### config.mk
export PLATFORM = sky130hd
export DESIGN_NAME = sadc_sequencer
export DESIGN_NICKNAME = d
export VERILOG_FILES = /design/src/sadc_pkg.sv /design/src/sadc_clk_div.sv /design/src/sadc_sequencer.sv
export SDC_FILE = /design/constraint.sdc
export NUM_CORES = 1
export LEC_CHECK = 0
export ABC_AREA = 1
export BUFFER_PORTS_ARGS = -buffer_cell sky130_fd_sc_hd__buf_2
export CORE_UTILIZATION = 46
export CTS_CLUSTER_DIAMETER = 100
export CTS_CLUSTER_SIZE = 28
export DETAILED_ROUTE_END_ITERATION = 10
export PLACE_DENSITY = 0.78
export SLEW_MARGIN = 15
export SYNTH_ARGS = -nofsm -noshare
export SYNTH_HDL_FRONTEND = slang
export SYNTH_SLANG_ARGS = --single-unit
### constraint.sdc
create_clock -name mclk -period 1.4 [get_ports mclk]
set_clock_uncertainty 0.2 [all_clocks]
set_input_delay 0.14 -clock mclk [delete_from_list [all_inputs] [get_ports mclk]]
set_output_delay 0.14 -clock mclk [all_outputs]
set_load 0.1 [all_outputs]
### src/sadc_pkg.sv
/*
 * package of the converter sequencer: register offsets, control fields,
 * reset values, prescaler table, sequence counts, bus response codes, control and analog structs.
 * assumes a single synchronous clock domain and an AXI4-Lite register bus.
 */
// Behaviour
// single mode: one conversion of the selected input, then stop.
// continuous mode: keep converting; result read returns last completed value at once.
// reset clears control register and powers converter down; result undefined.
// control: channel bits 7..5, mode bits 4..3, prescaler bits 2..0.
// accepted control write starts a sequence; result goes to result register.
// single-ended: channel code n routes input n to positive input.
// differential: even n pairs with n+1, odd n pairs with n-1 negative.
// mode 00 se single, 01 se scan, 10 diff single, 11 diff scan.
// prescaler 000 inhibits clock; 001..111 divide by 1,2,4,6,12,8,16.
// write with zero prescaler starts nothing, stops clock, powers down.
// power up at write; sample two clocks from next falling edge; select midway.
// single mode: conversion complete powers the converter down.
// continuous: complete restarts; deselect one converter clock before next sample.
// load each 8-bit result, never while load strobe is high.
// while busy, writes change only the busy flag. A write that clears busy with byte 0 enabled also loads control and starts.
// busy cleared by completion or software; then one write loads and starts.
// software keeps converter clock between 100 kHz and 1.67 MHz.
// conversion is twelve clocks: reset, two sample, eight convert, one load.
// result register is read-only; writes leave it untouched.
// power-save powers converter down; on exit a running conversion restarts.
// differential: only positive input sampled; negative stays connected throughout.
// busy set by starting write; held until complete (single) or software clear.

`default_nettype none

package sadc_pkg;

	// ------------------------------------------------------------
	// register map
	// ------------------------------------------------------------
	localparam logic [3:0] SADC_OFS_CONTROL = 4'h0;
	localparam logic [3:0] SADC_OFS_RESULT  = 4'h4;
	localparam logic [3:0] SADC_OFS_STATUS  = 4'h8;

	// ------------------------------------------------------------
	// control field positions and reset values
	// ------------------------------------------------------------
	localparam int         SADC_CHAN_LSB  = 5;
	localparam int         SADC_MODE_LSB  = 3;
	localparam int         SADC_PRE_LSB   = 0;
	localparam int         SADC_BUSY_BIT  = 8;
	localparam logic [7:0] SADC_CTRL_RST  = 8'h00;
	localparam int         SADC_MODE_DIFF = 1;
	localparam int         SADC_MODE_SCAN = 0;

	// ------------------------------------------------------------
	// sequence counts in converter clocks and bus response codes
	// ------------------------------------------------------------
	localparam logic [3:0] SADC_CYC_RESET  = 4'h0;
	localparam logic [3:0] SADC_CYC_SAMPLE = 4'h1;
	localparam logic [3:0] SADC_CYC_SMPEND = 4'h2;
	localparam logic [3:0] SADC_CYC_CONVND = 4'hA;
	localparam logic [3:0] SADC_CYC_LOAD   = 4'hB;
	localparam logic [1:0] SADC_BRESP_OK   = 2'h0;
	localparam logic [1:0] SADC_BRESP_ERR  = 2'h2;

	// ------------------------------------------------------------
	// types
	// ------------------------------------------------------------
	typedef struct packed {
		logic [2:0] channel;
		logic [1:0] mode;
		logic [2:0] prescale;
	} sadc_ctrl_type;

	typedef struct packed {
		logic       pwrUp;
		logic       sample;
		logic       select;
		logic       load;
		logic [2:0] posChan;
		logic [2:0] negChan;
		logic       diff;
	} sadc_analog_type;

	typedef enum logic [3:0] {
		SADC_IDLE   = 4'h1,
		SADC_ARM    = 4'h2,
		SADC_RUN    = 4'h4,
		SADC_DESEL  = 4'h8
	} sadc_state_type;

	// half period in mclk cycles per prescaler code, 0 for inhibit
	function automatic logic [3:0] sadc_half(input logic [2:0] code);
		case (code)
			3'h1:    sadc_half = 4'h1;
			3'h2:    sadc_half = 4'h1;
			3'h3:    sadc_half = 4'h2;
			3'h4:    sadc_half = 4'h3;
			3'h5:    sadc_half = 4'h6;
			3'h6:    sadc_half = 4'h4;
			3'h7:    sadc_half = 4'h8;
			default: sadc_half = 4'h0;
		endcase
	endfunction

endpackage

`default_nettype wire

### src/sadc_clk_div.sv
/*
 * converter clock prescaler: produces the converter clock and a tick on
 * each of its falling edges from mclk.
 * assumes the prescaler code stays stable while enabled.
 */
`default_nettype none

module sadc_clk_div (
	input  wire logic       mclk,
	input  wire logic       rst_n,
	input  wire logic       run,
	input  wire logic [2:0] prescale,
	output logic            convClk,
	output logic            fallTick
);

	// ------------------------------------------------------------
	// divider
	// ------------------------------------------------------------
	logic [3:0] halfCnt;
	logic [3:0] halfLen;
	logic       divOne;

	always_comb begin
		halfLen = sadc_pkg::sadc_half(prescale);
		divOne  = (prescale == 3'h1);
	end

	always_ff @(posedge mclk) begin
		if (!rst_n || !run || halfLen == 4'h0) begin
			halfCnt  <= 4'h0;
			convClk  <= 1'b1;
			fallTick <= 1'b0;
		end else if (divOne) begin
			// divide by one: every mclk is one converter clock
			convClk  <= 1'b1;
			fallTick <= 1'b1;
		end else if (halfCnt == halfLen - 4'h1) begin
			halfCnt  <= 4'h0;
			convClk  <= !convClk;
			fallTick <= convClk;
		end else begin
			halfCnt  <= halfCnt + 4'h1;
			fallTick <= 1'b0;
		end
	end

endmodule

`default_nettype wire

### src/sadc_sequencer.sv
/*
 * converter sequencer top: AXI4-Lite register slave, control register,
 * busy lock, twelve-cycle conversion sequence, channel routing, result.
 * assumes the analog macro returns its result and a complete pulse on
 * mclk, and a power-save level from the power manager.
 */
`default_nettype none

module sadc_sequencer (
	input  wire logic                      mclk,
	input  wire logic                      rst_n,
	input  wire logic [3:0]                s_axi_awaddr,
	input  wire logic                      s_axi_awvalid,
	output logic                           s_axi_awready,
	input  wire logic [31:0]               s_axi_wdata,
	input  wire logic [3:0]                s_axi_wstrb,
	input  wire logic                      s_axi_wvalid,
	output logic                           s_axi_wready,
	output logic [1:0]                     s_axi_bresp,
	output logic                           s_axi_bvalid,
	input  wire logic                      s_axi_bready,
	input  wire logic [3:0]                s_axi_araddr,
	input  wire logic                      s_axi_arvalid,
	output logic                           s_axi_arready,
	output logic [31:0]                    s_axi_rdata,
	output logic [1:0]                     s_axi_rresp,
	output logic                           s_axi_rvalid,
	input  wire logic                      s_axi_rready,
	input  wire logic                      powerSave,
	input  wire logic [7:0]                convData,
	input  wire logic                      convDone,
	output sadc_pkg::sadc_analog_type      analogCtl,
	output logic                           convClk
);

	// ------------------------------------------------------------
	// declarations
	// ------------------------------------------------------------
	sadc_pkg::sadc_ctrl_type  conversion_control_reg;
	logic                     converter_busy_flag;
	logic [7:0]               conversion_result_reg;
	sadc_pkg::sadc_state_type state;
	logic [3:0]               cycCnt;
	logic                     fallTick;
	logic                     divClk;
	logic                     divRun;
	logic                     startReq;
	logic                     stopReq;
	logic                     ctrlWrite;
	logic                     busyClear;
	logic                     doneSeen;
	logic [7:0]               heldData;
	logic                     heldNew;
	logic                     seqLive;
	logic [1:0]               psSync;
	logic                     psStage0;
	logic                     psPrev;
	logic                     psExit;
	logic                     loadHigh;
	logic                     awHeld;
	logic                     wHeld;
	logic [3:0]               awAddr;
	logic [31:0]              wData;
	logic [3:0]               wStrb;
	logic                     scanMode;

	// ------------------------------------------------------------
	// power-save input synchroniser
	// ------------------------------------------------------------
	always_ff @(posedge mclk) begin
		if (!rst_n) begin
			psStage0 <= 1'b0;
			psSync   <= 2'b00;
			psPrev   <= 1'b0;
		end else begin
			psStage0 <= powerSave;
			psSync   <= {psSync[0], psStage0};
			if (psSync[1] == psSync[0]) begin
				psPrev <= psSync[1];
			end
		end
	end

	assign psExit = psPrev && (psSync[1] == psSync[0]) && !psSync[1];

	// ------------------------------------------------------------
	// AXI4-Lite write channel
	// ------------------------------------------------------------
	always_ff @(posedge mclk) begin
		if (!rst_n) begin
			awHeld        <= 1'b0;
			wHeld         <= 1'b0;
			awAddr        <= 4'h0;
			wData         <= 32'h00000000;
			wStrb         <= 4'h0;
			s_axi_awready <= 1'b0;
			s_axi_wready  <= 1'b0;
			s_axi_bvalid  <= 1'b0;
			s_axi_bresp   <= sadc_pkg::SADC_BRESP_OK;
		end else begin
			s_axi_awready <= !awHeld && !s_axi_awready && !s_axi_bvalid && s_axi_awvalid;
			s_axi_wready  <= !wHeld && !s_axi_wready && !s_axi_bvalid && s_axi_wvalid;
			if (s_axi_awvalid && s_axi_awready) begin
				awHeld <= 1'b1;
				awAddr <= s_axi_awaddr;
			end
			if (s_axi_wvalid && s_axi_wready) begin
				wHeld <= 1'b1;
				wData <= s_axi_wdata;
				wStrb <= s_axi_wstrb;
			end
			if (awHeld && wHeld && !s_axi_bvalid) begin
				s_axi_bvalid <= 1'b1;
				if (awAddr == sadc_pkg::SADC_OFS_CONTROL ||
				    awAddr == sadc_pkg::SADC_OFS_RESULT ||
				    awAddr == sadc_pkg::SADC_OFS_STATUS) begin
					s_axi_bresp <= sadc_pkg::SADC_BRESP_OK;
				end else begin
					s_axi_bresp <= sadc_pkg::SADC_BRESP_ERR;
				end
			end
			if (s_axi_bvalid && s_axi_bready) begin
				s_axi_bvalid <= 1'b0;
				awHeld       <= 1'b0;
				wHeld        <= 1'b0;
			end
		end
	end

	// write commits in the cycle the response is raised; result offset ignored
	always_comb begin
		ctrlWrite = awHeld && wHeld && !s_axi_bvalid &&
			awAddr == sadc_pkg::SADC_OFS_CONTROL;
		busyClear = ctrlWrite && wStrb[1] && !wData[sadc_pkg::SADC_BUSY_BIT];
		startReq  = ctrlWrite && wStrb[0] && (!converter_busy_flag || busyClear) &&
			wData[2:0] != 3'h0;
		stopReq   = ctrlWrite && wStrb[0] && (!converter_busy_flag || busyClear) &&
			wData[2:0] == 3'h0;
	end

	// ------------------------------------------------------------
	// AXI4-Lite read channel
	// ------------------------------------------------------------
	always_ff @(posedge mclk) begin
		if (!rst_n) begin
			s_axi_arready <= 1'b0;
			s_axi_rvalid  <= 1'b0;
			s_axi_rdata   <= 32'h00000000;
			s_axi_rresp   <= sadc_pkg::SADC_BRESP_OK;
		end else begin
			s_axi_arready <= !s_axi_arready && !s_axi_rvalid && s_axi_arvalid;
			if (s_axi_arvalid && s_axi_arready) begin
				s_axi_rvalid <= 1'b1;
				s_axi_rresp  <= sadc_pkg::SADC_BRESP_OK;
				if (s_axi_araddr == sadc_pkg::SADC_OFS_CONTROL) begin
					s_axi_rdata <= {23'h000000, converter_busy_flag,
						conversion_control_reg};
				end else if (s_axi_araddr == sadc_pkg::SADC_OFS_RESULT) begin
					s_axi_rdata <= {24'h000000, conversion_result_reg};
				end else if (s_axi_araddr == sadc_pkg::SADC_OFS_STATUS) begin
					s_axi_rdata <= {28'h0000000, state};
				end else begin
					s_axi_rdata <= 32'h00000000;
					s_axi_rresp <= sadc_pkg::SADC_BRESP_ERR;
				end
			end else if (s_axi_rvalid && s_axi_rready) begin
				s_axi_rvalid <= 1'b0;
			end
		end
	end

	// ------------------------------------------------------------
	// control register and busy flag
	// ------------------------------------------------------------
	always_ff @(posedge mclk) begin
		if (!rst_n) begin
			conversion_control_reg <= sadc_pkg::SADC_CTRL_RST;
		end else if (startReq || stopReq) begin
			conversion_control_reg <= wData[7:0];
		end
	end

	assign scanMode = conversion_control_reg.mode[sadc_pkg::SADC_MODE_SCAN];

	always_ff @(posedge mclk) begin
		if (!rst_n) begin
			converter_busy_flag <= 1'b0;
		end else if (startReq) begin
			converter_busy_flag <= 1'b1;
		end else if (busyClear) begin
			converter_busy_flag <= 1'b0;
		end else if (doneSeen && !scanMode) begin
			converter_busy_flag <= 1'b0;
		end
	end

	// ------------------------------------------------------------
	// converter clock
	// ------------------------------------------------------------
	assign divRun = (state != sadc_pkg::SADC_IDLE) && !psPrev;

	sadc_clk_div u_div (
		.mclk     (mclk),
		.rst_n    (rst_n),
		.run      (divRun),
		.prescale (conversion_control_reg.prescale),
		.convClk  (divClk),
		.fallTick (fallTick)
	);

	// ------------------------------------------------------------
	// sequence state machine
	// ------------------------------------------------------------
	assign doneSeen = !psPrev && (state == sadc_pkg::SADC_RUN) && fallTick &&
		cycCnt == sadc_pkg::SADC_CYC_LOAD;

	always_ff @(posedge mclk) begin
		if (!rst_n) begin
			state  <= sadc_pkg::SADC_IDLE;
			cycCnt <= sadc_pkg::SADC_CYC_RESET;
		end else if (stopReq) begin
			state  <= sadc_pkg::SADC_IDLE;
			cycCnt <= sadc_pkg::SADC_CYC_RESET;
		end else if (startReq || (psExit && state != sadc_pkg::SADC_IDLE)) begin
			// fall coinciding with end of write skipped by ARM
			state  <= sadc_pkg::SADC_ARM;
			cycCnt <= sadc_pkg::SADC_CYC_RESET;
		end else if (!psPrev && fallTick) begin
			case (state)
				sadc_pkg::SADC_ARM: begin
					state  <= sadc_pkg::SADC_RUN;
					cycCnt <= sadc_pkg::SADC_CYC_SAMPLE;
				end
				sadc_pkg::SADC_RUN: begin
					if (cycCnt == sadc_pkg::SADC_CYC_LOAD) begin
						cycCnt <= sadc_pkg::SADC_CYC_RESET;
						if (scanMode) begin
							state <= sadc_pkg::SADC_DESEL;
						end else begin
							state <= sadc_pkg::SADC_IDLE;
						end
					end else begin
						cycCnt <= cycCnt + 4'h1;
					end
				end
				sadc_pkg::SADC_DESEL: begin
					state  <= sadc_pkg::SADC_RUN;
					cycCnt <= sadc_pkg::SADC_CYC_SAMPLE;
				end
				default: begin
					state  <= sadc_pkg::SADC_IDLE;
					cycCnt <= sadc_pkg::SADC_CYC_RESET;
				end
			endcase
		end
	end

	// ------------------------------------------------------------
	// result capture
	// ------------------------------------------------------------
	assign loadHigh = analogCtl.load;

	// new data kept pending until the load strobe is low; a new pulse wins
	always_ff @(posedge mclk) begin
		if (!rst_n) begin
			heldData <= 8'h00;
			heldNew  <= 1'b0;
		end else if (convDone) begin
			heldData <= convData;
			heldNew  <= 1'b1;
		end else if (!loadHigh) begin
			heldNew  <= 1'b0;
		end
	end

	// result content after reset left as is
	always_ff @(posedge mclk) begin
		if (heldNew && !loadHigh) begin
			conversion_result_reg <= heldData;
		end
	end

	// ------------------------------------------------------------
	// analog controls
	// ------------------------------------------------------------
	assign seqLive = !psPrev && !stopReq && state == sadc_pkg::SADC_RUN;

	always_ff @(posedge mclk) begin
		if (!rst_n) begin
			analogCtl <= '0;
			convClk   <= 1'b1;
		end else begin
			convClk         <= divClk;
			analogCtl.pwrUp <= !psPrev && (state != sadc_pkg::SADC_IDLE || startReq) &&
				!stopReq;
			analogCtl.sample <= seqLive &&
				(cycCnt == sadc_pkg::SADC_CYC_SAMPLE ||
				 cycCnt == sadc_pkg::SADC_CYC_SMPEND);
			analogCtl.select <= seqLive &&
				cycCnt != sadc_pkg::SADC_CYC_SAMPLE;
			analogCtl.load <= seqLive &&
				cycCnt == sadc_pkg::SADC_CYC_LOAD;
			analogCtl.posChan <= conversion_control_reg.channel;
			analogCtl.negChan <= conversion_control_reg.channel ^ 3'h1;
			analogCtl.diff    <= conversion_control_reg.mode[sadc_pkg::SADC_MODE_DIFF];
		end
	end

endmodule

`default_nettype wire

==> results of run 1 <==
## power groups by stage
stage | sequential, mW | combinational (mW) | clock (mW)
2_1_floorplan | 2.85 | 0.510 | 0
3_3_place_gp | 2.70 | 0.829 | 0
3_5_place_dp | 2.70 | 0.838 | 0
4_1_cts | 2.65 | 0.923 | 1.55
5_1_grt | 2.66 | 1.01 | 1.65
6_report | 2.65 | 0.967 | 1.54
## what timing repair did
action | 4_1_cts | 5_1_grt
setup buffers | 5 | 6
gates resized for setup | 60 | 58
hold endpoints to repair | 37 | 0
hold buffers | 33 | 0
cloned | 0 | 1
pin swaps | 6 | 27
endpoints found under the setup margin | 36 | 42
## layer usage
metal | track usage, % | vias to the layer above | share of wire (%)
met3 | 6.965 | 42 | 6.4
met5 | 0 | - | 0
met4 | 10.94 | 0 | 3.3
met1 | 25.56 | 1766 | 38
met2 | 41.92 | 171 | 53
li1 | - | 1792 | -
## logic make-up after synthesis
logic type | count (synthesis) | synth area share, %
fa+ha+maj | 4 | 1.337
simple gates | 197 | 22.96
other cells | 1 | 0.1002
xor+xnor | 4 | 0.9360
compound gates | 93 | 13.17
flops | 87 | 48.66
buf+inv | 97 | 12.83
## worst reg2reg max path, cell delays in order, from the launching register on
cell and delay, ns:
dfxtp_1 0.32, inv_2 0.06, nor2_2 0.05, o211ai_4 0.38, nor2_4 0.07, nor2_4 0.22
nand2_4 0.10, nor2_1 0.12
## path summary, 6_finish.rpt
path | startpoint | to | slack [ns] | cells past startpoint
worst max-delay path | wStrb[1] | state[2] | -0.17 | 7
worst min register to register | conversion_control_reg[7] | analogCtl[6] | 0.22 | 2
worst min-delay path | s_axi_araddr[2] | s_axi_rresp[1] | 0.07 | 5
worst max register to register | wStrb[1] | state[2] | -0.17 | 7
## through the flow
| step | hold slack (ns) | cells |
|---|---|---|
| after floorplan | 0.03763 | 507 |
| after global placement | 0.1317 | 677 |
| after detailed placement | 0.1318 | 677 |
| after CTS | 0.02033 | 731 |
| after global routing | 0.1278 | 738 |
| final | 0.06981 | 738 |
## final cells by class
cell class              instances  area share (%)
clock buffers                  10           2.274
well taps                     102           2.274
repair buffers                149           24.57
clock inverters                 6          0.6687
multi-input cells             323           32.37
inverters                      60           4.213
repair inverters                1          0.1337
flip-flops and latches         87           33.50
## placed cells by master (no fill, tap or decap), drive strengths merged
master         n
clkbuf        10
clkinv         6
dlygate4sd3   33
a21oi         26
nand4          8
edfxtp         8
ha             4
xor2           3
clkinvlp       3
inv           58
nor4           2
xnor2          1
a31oi          1
nor3           5
nand2         65
dfxtp         79
nand3         16
o211ai         1
buf          116
conb          25
nor2         100
o21ai         64
nand3b         1
a22oi          1
==> metrics.md, run 1 <==
| Metric | Value |
|---|---|
| Slowest library cell on the worst path | o211ai_4 |
| Clock Tree Root | clkbuf_8 |
| Critical path buffers and inverters | 1 |
| Clock Latency Late Sink | 0.36 ns |
| Fin area | 0.005613 mm2 |
| Final Cycle Share | 112.2% |
| Dpl hpwl | ~5.8 mm |
| Filler instances | approximately 550 |
| Vias in the first global route | between 3000 and 4000 |
| Die span in y | roughly 92 um |
| Tot Pwr | ~5.2 mW |
| Syn Area/Cell | between 7 and 8 um2 |
| Final setup fails | 28 |
| Fin worst setup slack | -0.1713 ns |
| Post-synth EDFFs | 8 |
| Setup TNS | -2.699 ns |
| Post-layout min period | 1.571 ns |
| Crit path cell chain | inv_2 -> nor2_2 -> o211ai_4 -> nor2_4 -> nor2_4 -> nand2_4 -> nor2_1 |
| Internal | around 3.5 mW |
| Arr. time, crit path | 1.66 ns |
| Initial detailed-routing violation count | ~280 |
| Register area share after synthesis | between 40% and 50% |
| IO buf count | 63 |
| Crit-path max FO | 8 |
| Clk sink count | 87 |
| CP Class | reg -> reg |
| Switching part of the total | roughly a third |
| Via/cell ratio | approximately 5.1 |
| Worst path most repeated cell | nor2_4 |
| Die area | approximately 0.0085 mm2 |
| First-pass GRT wire length | roughly 16 mm |
| Area share of the largest cell type after synthesis | 42.25% |
| Grt ovf | 0 |
| Share of cells above drive strength 1 | about 37% |
| Largest regs | s_axi_rdata x9, wData x9 |
| Synth warnings | 0 |
| Std cell rows | 32 |
| Pre-CTS WS | -0.1615 ns |
| DR vias | around 3800 |
| Antenna Nets Post-Route | 0 |
| Flip-flop and latch area | roughly 0.0019 mm2 |
| VDD IR max | 0.7393 mV |
| Fin. max-slew vios | 0 |
| Clock slew at reported path FFs | 0.09 ns |
| Largest net degree at the start of global routing | 50 |
| Leak Pwr | approximately 2.5 nW |
| Max incr delay on CP | ~0.38 ns |
| Reg power frac | approximately half |
| Worst min-delay path category | in -> reg |
| Crit end category | flip-flop |
| Total Routed Length | about 11 mm |
| Initial Utilization | a little under half |
| Main synth FF type | dfxtp_1 |
| Ports | 114 |
| Core area | ~0.0078 mm2 |
| Die Span X | just over 90 um |
| Part of the power in combinational logic | between 10% and 20% |
| Final hold vios | 0 |
| DRT Pass-1 Iters | 5 |
| Max-cap violations | 0 |
| Utilization after layout | 71.89% |
| DP Area | ~0.0047 mm2 |
| Area leader, netlist | dfxtp_1 |
| Mapped cell area | ~0.0037 mm2 |
| Multi-input combinational cell area | 0.001817 mm2 |
| Worst path required time | 1.49 ns |
| Area Overhead vs Synth | 49.93% |
| Failing checks | negative setup slack |
| P per Cell Area | roughly 920 mW/mm2 |
| Clk buf depth | 2 |
| CTS tree | yes |
| Routed wire length per instance | approximately 14 um |
| # diodes | 0 |
| Fmax | 0.6364 GHz |
| Count leader, synth | nor2_1 |
| Top cells by area, synth | dfxtp_1 (42%), nor2_1 (8.8%), o21ai_0 (8.4%) |
| Status | complete, but fails checks |
| Ys async rst share | 0% |
| Clock power frac | 29.8% |
| FF+latch count, synth | 87 |
| CP startpoint kind | flip-flop |
| Initial antenna violation count | 0 |
| CTS buffer count | 9 |
| Commonest cells in the netlist | nor2_1 (88), dfxtp_1 (79), o21ai_0 (63) |
| Final #Nets | 696 |
| H-tree depth | 3 |
| RSZ-0062 raised after global routing | yes |
| Gpl congestion | just under 0.9 |
| GR Util All Layers | between 20% and 30% |
| Post-synth cell types | 33 |
| DRC | 0 |
| Net switching power | approximately 1.7 mW |
| Post-synthesis cell count | 483 |
| Worst path top cell family by delay | simple AND/OR/NAND/NOR gates |
Note: power is estimated with default switching activity, not from simulation.
==> run 2: changes to the inputs <==
- SKIP_CTS_REPAIR_TIMING: unset -> 1
==> run 2 against run 1 <==
Compared with the run above: the flow still finishes with violations (negative setup slack); cell area down 2.9%; total power is 0.55% lower; largest power group unchanged; largest cell class unchanged; final cell count is the same.
==> metrics.md, run 2 (synthesis gave the netlist of run 1 again) <==
| Metric | Value |
|---|---|
| R2R Path Start | state[2] |
| H-tree depth | 3 |
| Filler instances | 580 |
| Switching part of the total | approximately a third |
| Pre-CTS WS | -0.1615 ns |
| RSZ-0062 raised after global routing | yes |
| Core area | 0.007807 mm2 |
| First-pass GRT wire length | between 10 and 15 mm |
| Worst Hold End | s_axi_rresp[1] |
| Commonest non-fill, non-tap cell in the layout | nor2_1 |
| Routed wire length per instance | around 13 um |
| Tot Pwr | a little over 5 mW |
| Largest regs | s_axi_rdata x9, wData x9 |
| Clock slew at reported path FFs | around 0.090 ns |
| R2R Setup Slk | -0.14 ns |
| Crit Reg-Reg Endpoint | state[1] |
| Clk sink count | 87 |
| Antenna Nets Post-Route | 0 |
| Worst path required time | about 1.5 ns |
| Failing checks | negative setup slack |
| Worst path top cell family by delay | simple AND/OR/NAND/NOR gates |
| Status | complete, but fails checks |
| Die Span X | 92.21 um |
| Leak Pwr | roughly 2.4 nW |
| Hold path cells | 5 |
| Final Cycle Share | 109.7% |
| Worst Setup SP | state[2] |
| Max incr delay on CP | between 0.3 and 0.4 ns |
| Slowest library cell on the worst path | dfxtp_4 |
| CP Class | reg -> reg |
| Initial detailed-routing violation count | 215 |
| Most frequent cells in the layout | nor2_1 (83), o21ai_0 (58), nand2_1 (53), dfxtp_1 (51), inv_1 (50) |
| Via/cell ratio | ~4.8 |
| Initial Utilization | a little under half |
| Internal | approximately 3.5 mW |
| Utilization after layout | 69.82% |
| Total Routed Length | approximately 9.4 mm |
| Final #Nets | 696 |
| Reg power frac | approximately half |
| Fin worst setup slack | -0.1357 ns |
| Clock Latency Late Sink | about 0.35 ns |
| Clock Tree Root | clkbuf_8 |
| Placed cell count | just under 700 |
| Dpl hpwl | between 5 and 6 mm |
| Ports | about 110 |
| Share of cells above drive strength 1 | 33.96% |
| DRC | 0 |
| # diodes | 0 |
| Die area | around 0.0085 mm2 |
| Crit-path max FO | 3 |
| Final setup fails | 33 |
| Critical path buffers and inverters | 3 |
| Post-Layout Cell Count | 738 |
| VDD IR max | between 0.7 and 0.8 mV |
| Die span in y | around 90 um |
| Worst min-delay path category | in -> reg |
| Std cell rows | 32 |
| Gpl congestion | slightly below 0.9 |
| DR vias | between 3000 and 4000 |
| Fmax | between 0.6 and 0.7 GHz |
| CTS buffer count | 9 |
| Fin. max-slew vios | 0 |
| IO buf count | between 60 and 70 |
| Crit path cell chain | inv_2 -> nand4_1 -> nand3_2 -> inv_1 -> nor2_2 -> nand2_1 -> nand2_1 -> inv_1 |
| Net switching power | 1.628 mW |
| Clock power frac | a little under a third |
| Min-delay src | s_axi_araddr[2] |
| Clk buf depth | 2 |
| Initial antenna violation count | 0 |
| Grt ovf | 0 |
| Largest net degree at the start of global routing | 50 |
| DP Area | roughly 0.0047 mm2 |
| CP startpoint kind | flip-flop |
| Max-cap violations | 0 |
| Part of the power in combinational logic | 18.4% |
| R2R depth | 8 |
| Fin area | 0.005451 mm2 |
| Arr. time, crit path | 1.59 ns |
| Crit end category | flip-flop |
| Post-layout min period | 1.536 ns |
| Final hold vios | 0 |
| DRT Pass-1 Iters | 4 |
| GR Util All Layers | 19.73% |
| P per Cell Area | between 900 and 1000 mW/mm2 |
| CTS tree | yes |
| Vias in the first global route | between 2000 and 3000 |
| Area Overhead vs Synth | 45.62% |
[run 2: changes by cell type in the layout (fill, tap and decap cells not counted), sizes merged]
cell         previous run  this run
buf                   116       106
clkbuf                 10        19
dlygate4sd3            33        34
[run 2: worst max-delay path by stage]
stage                          end  slack [ns]  depth (start not counted)
finish                    state[1]       -0.14                          8
global route              state[1]       -0.23                          8
CTS                       state[3]       -0.20                          7
detailed placement        state[3]       -0.16                          7
global placement          state[3]       -0.11                          7
floorplan           s_axi_rdata[1]       -0.12                          2
[run 2: cell type report]
| type | count | area [um2] | area share [%] |
|---|---|---|---|
| Multi-Input combinational cell | 323 | 1668 | 30.59 |
| Tap cell | 102 | 127.6 | 2.341 |
| Inverter | 60 | 229.0 | 4.200 |
| Clock buffer | 10 | 127.6 | 2.341 |
| Timing Repair inverter | 1 | 5.005 | 0.09181 |
| Sequential cell | 87 | 1872 | 34.34 |
| Clock inverter | 6 | 37.54 | 0.6885 |
| Timing Repair Buffer | 149 | 1385 | 25.41 |
[run 2: worst register-to-register path, cell delays in order (launching register included)]
cell and delay (ns):
dfxtp_4 0.37, inv_2 0.06, nand4_1 0.23, nand3_2 0.19, inv_1 0.06, nor2_2 0.15, nand2_1 0.06, nand2_1 0.07
inv_1 0.04
[run 2: stage by stage]
| step | setup TNS (ns) | hold slack, ns |
|---|---|---|
| finish | -2.679 | 0.04153 |
| floorplan | -1.136 | 0.03763 |
| CTS | -2.885 | -0.2433 |
| detailed placement | -2.585 | 0.1318 |
| global route | -5.917 | 0.07723 |
| global placement | -1.456 | 0.1317 |
[run 2: power by group through the flow]
stage	clock, mW	combinational (mW)	sequential [mW]
floorplan	0	0.510	2.85
global placement	0	0.829	2.70
detailed placement	0	0.838	2.70
CTS	1.55	0.840	2.65
global route	1.65	0.995	2.66
finish	1.54	0.944	2.65
[run 2: per-layer routing]
layer	track usage [%]	up-vias	share of wire, %
met2	33.40	106	51
met1	23.75	1642	41
met5	0	-	0
li1	-	1792	-
met4	7.422	0	2.6
met3	5.473	26	4.9
==> run 3: changes to the inputs <==
- CORE_UTILIZATION: 46 -> 55
- MAX_ROUTING_LAYER: unset -> met4
- PLACE_DENSITY: 0.78 -> 0.87
- SKIP_CTS_REPAIR_TIMING: 1 -> unset
- clock period: 1.4 -> 1.9 ns (I/O delays scaled with it)
==> run 3 against run 2 <==
Compared with the run above: the run ends with design-rule violations, negative hold slack left; clock-buffer cell count shrank 1; combinational power shrank 35%; critical endpoint is now wData[1]; highest routed layer unchanged; worst hold slack lost 0.042 ns; utilization grew 0.69 points; flip-flop and latch count is the same.
==> metrics.md, run 3 (synthesis gave the netlist of run 1 again) <==
| Metric | Value |
|---|---|
| Clock Tree Root | clkbuf_8 |
| Clk buf depth | 2 |
| P per Cell Area | roughly 860 mW/mm2 |
| Via/cell ratio | ~5.2 |
| First-pass GRT wire length | around 15 mm |
| Initial Utilization | 57.96% |
| Final setup fails | 0 |
| Clock slew at reported path FFs | approximately 0.10 ns |
| CP startpoint kind | primary input |
| Commonest non-fill, non-tap cell in the layout | nor2_1 |
| # diodes | 0 |
| Setup Buffers After CTS | 0 |
| Total Routed Length | 8.894 mm |
| Max-cap violations | 0 |
| Cts hold-fix bufs | 33 |
| Final hold vios | 1 |
| Failing checks | design-rule violations, negative hold slack |
| DRT Pass-1 Iters | 8 |
| Arr. time, crit path | 1.81 ns |
| Fin. max-slew vios | 0 |
| Final Cycle Share | 92.43% |
| Hold_ws | -0.0006323 ns |
| R2R depth | 8 |
| DR vias | 3439 |
| Crit end category | flip-flop |
| Final #Nets | approximately 650 |
| Crit Reg-Reg Endpoint | cycCnt[2] |
| Clk sink count | 87 |
| Setup TNS | 0 ns |
| VDD IR max | just over 0.6 mV |
| Gpl congestion | a little under 0.9 |
| Vias in the first global route | 3246 |
| Worst setup path endpoint | wData[1] |
| Dpl hpwl | 5.411 mm |
| Die area | approximately 0.0071 mm2 |
| Max-slew headroom | between 50 and 60% |
| Worst Setup SP | s_axi_wvalid |
| Std cell rows | 29 |
| Die Span X | between 80 and 90 um |
| Hold path cells | 3 |
| IO buf count | between 60 and 70 |
| Post-layout min period | 1.756 ns |
| Die span in y | 84.50 um |
| Largest net degree at the start of global routing | 28 |
| Leak Pwr | 2.140 nW |
| R2R Path Start | awAddr[2] |
| Utilization after layout | around 71% |
| Clock Latency Late Sink | 0.37 ns |
| Worst path required time | 1.96 ns |
| Status | complete, but fails checks |
| Most frequent cells in the layout | nor2_1 (88), dfxtp_1 (76), o21ai_0 (63), buf_2 (63), nand2_1 (62) |
| Worst min-delay path category | in -> reg |
| RSZ-0062 raised after global routing | no |
| GR Util All Layers | 27.65% |
| Grt ovf | 0 |
| CTS buffer count | 9 |
| CTS tree | yes |
| Antenna Nets Post-Route | 0 |
| Crit-path max FO | 14 |
| Routed wire length per instance | 13.44 um |
| Worst slew pin tran | 0.6333 ns |
| R2R Setup Slk | between 0.2 and 0.25 ns |
| DRC | 13 |
| Core area | 0.006459 mm2 |
| H-tree depth | 3 |
| Ports | roughly 110 |
| CP Class | in -> reg |
| Share of cells above drive strength 1 | 18.80% |
| Fmax | between 0.5 and 0.6 GHz |
| Largest regs | s_axi_rdata x9, wData x9 |
| Initial detailed-routing violation count | 273 |
| Area Overhead vs Synth | 21.66% |
| CTS resizes | 0 |
| Initial antenna violation count | 0 |
==> run 3: worst min-delay path by stage <==
stage	start	endpoint
floorplan	powerSave	psStage0
global placement	powerSave	psStage0
detailed placement	powerSave	psStage0
CTS	convDone	heldData[4]
global route	s_axi_wdata[1]	wData[1]
finish	s_axi_wdata[1]	wData[1]
==> run 3: worst max-delay path, cell delays in order <==
cell and delay [ns]:
dlygate4sd3_1 0.53, buf_2 0.13, nand2_1 0.31, clkinv_1 0.36, nor2_1 0.22, nor2_1 0.08
==> run 3: routing by layer <==
| metal | vias to the layer above | GRT usage [%] | share of wire (%) |
|---|---|---|---|
| met4 | 0 | 13.56 | 2.9 |
| met5 | - | - | 0 |
| met1 | 1565 | 30.84 | 41 |
| li1 | 1683 | - | - |
| met2 | 160 | 46.78 | 50 |
| met3 | 31 | 6.195 | 6.1 |
==> run 3: layout make-up <==
cell class                      instances  area [um2]
Clock inverter                          7       83.83
Multi-Input combinational cell        323        1531
Sequential cell                        87        1826
Timing Repair Buffer                   99       668.1
Tap cell                               77       96.34
Clock buffer                            9       123.9
Inverter                               60       225.2
Fill cell                             488        1904
==> run 3: stage by stage <==
stage	total power, mW	instances	worst slack (ns)	cell area, um2
2_1_floorplan	2.475	507	0.1538	3837
3_3_place_gp	2.520	613	0.2986	4016
3_5_place_dp	2.529	613	0.2758	4016
4_1_cts	3.908	662	0.1697	4554
5_1_grt	4.080	662	0.06184	4554
6_report	3.928	662	0.1438	4554
==> run 3: power by group <==
group | switching [mW] | internal, mW | leakage, nW
Combinational | 0.485 | 0.131 | 1.32
Clock | 0.730 | 0.636 | 0.103
Sequential | 0.0357 | 1.91 | 0.721
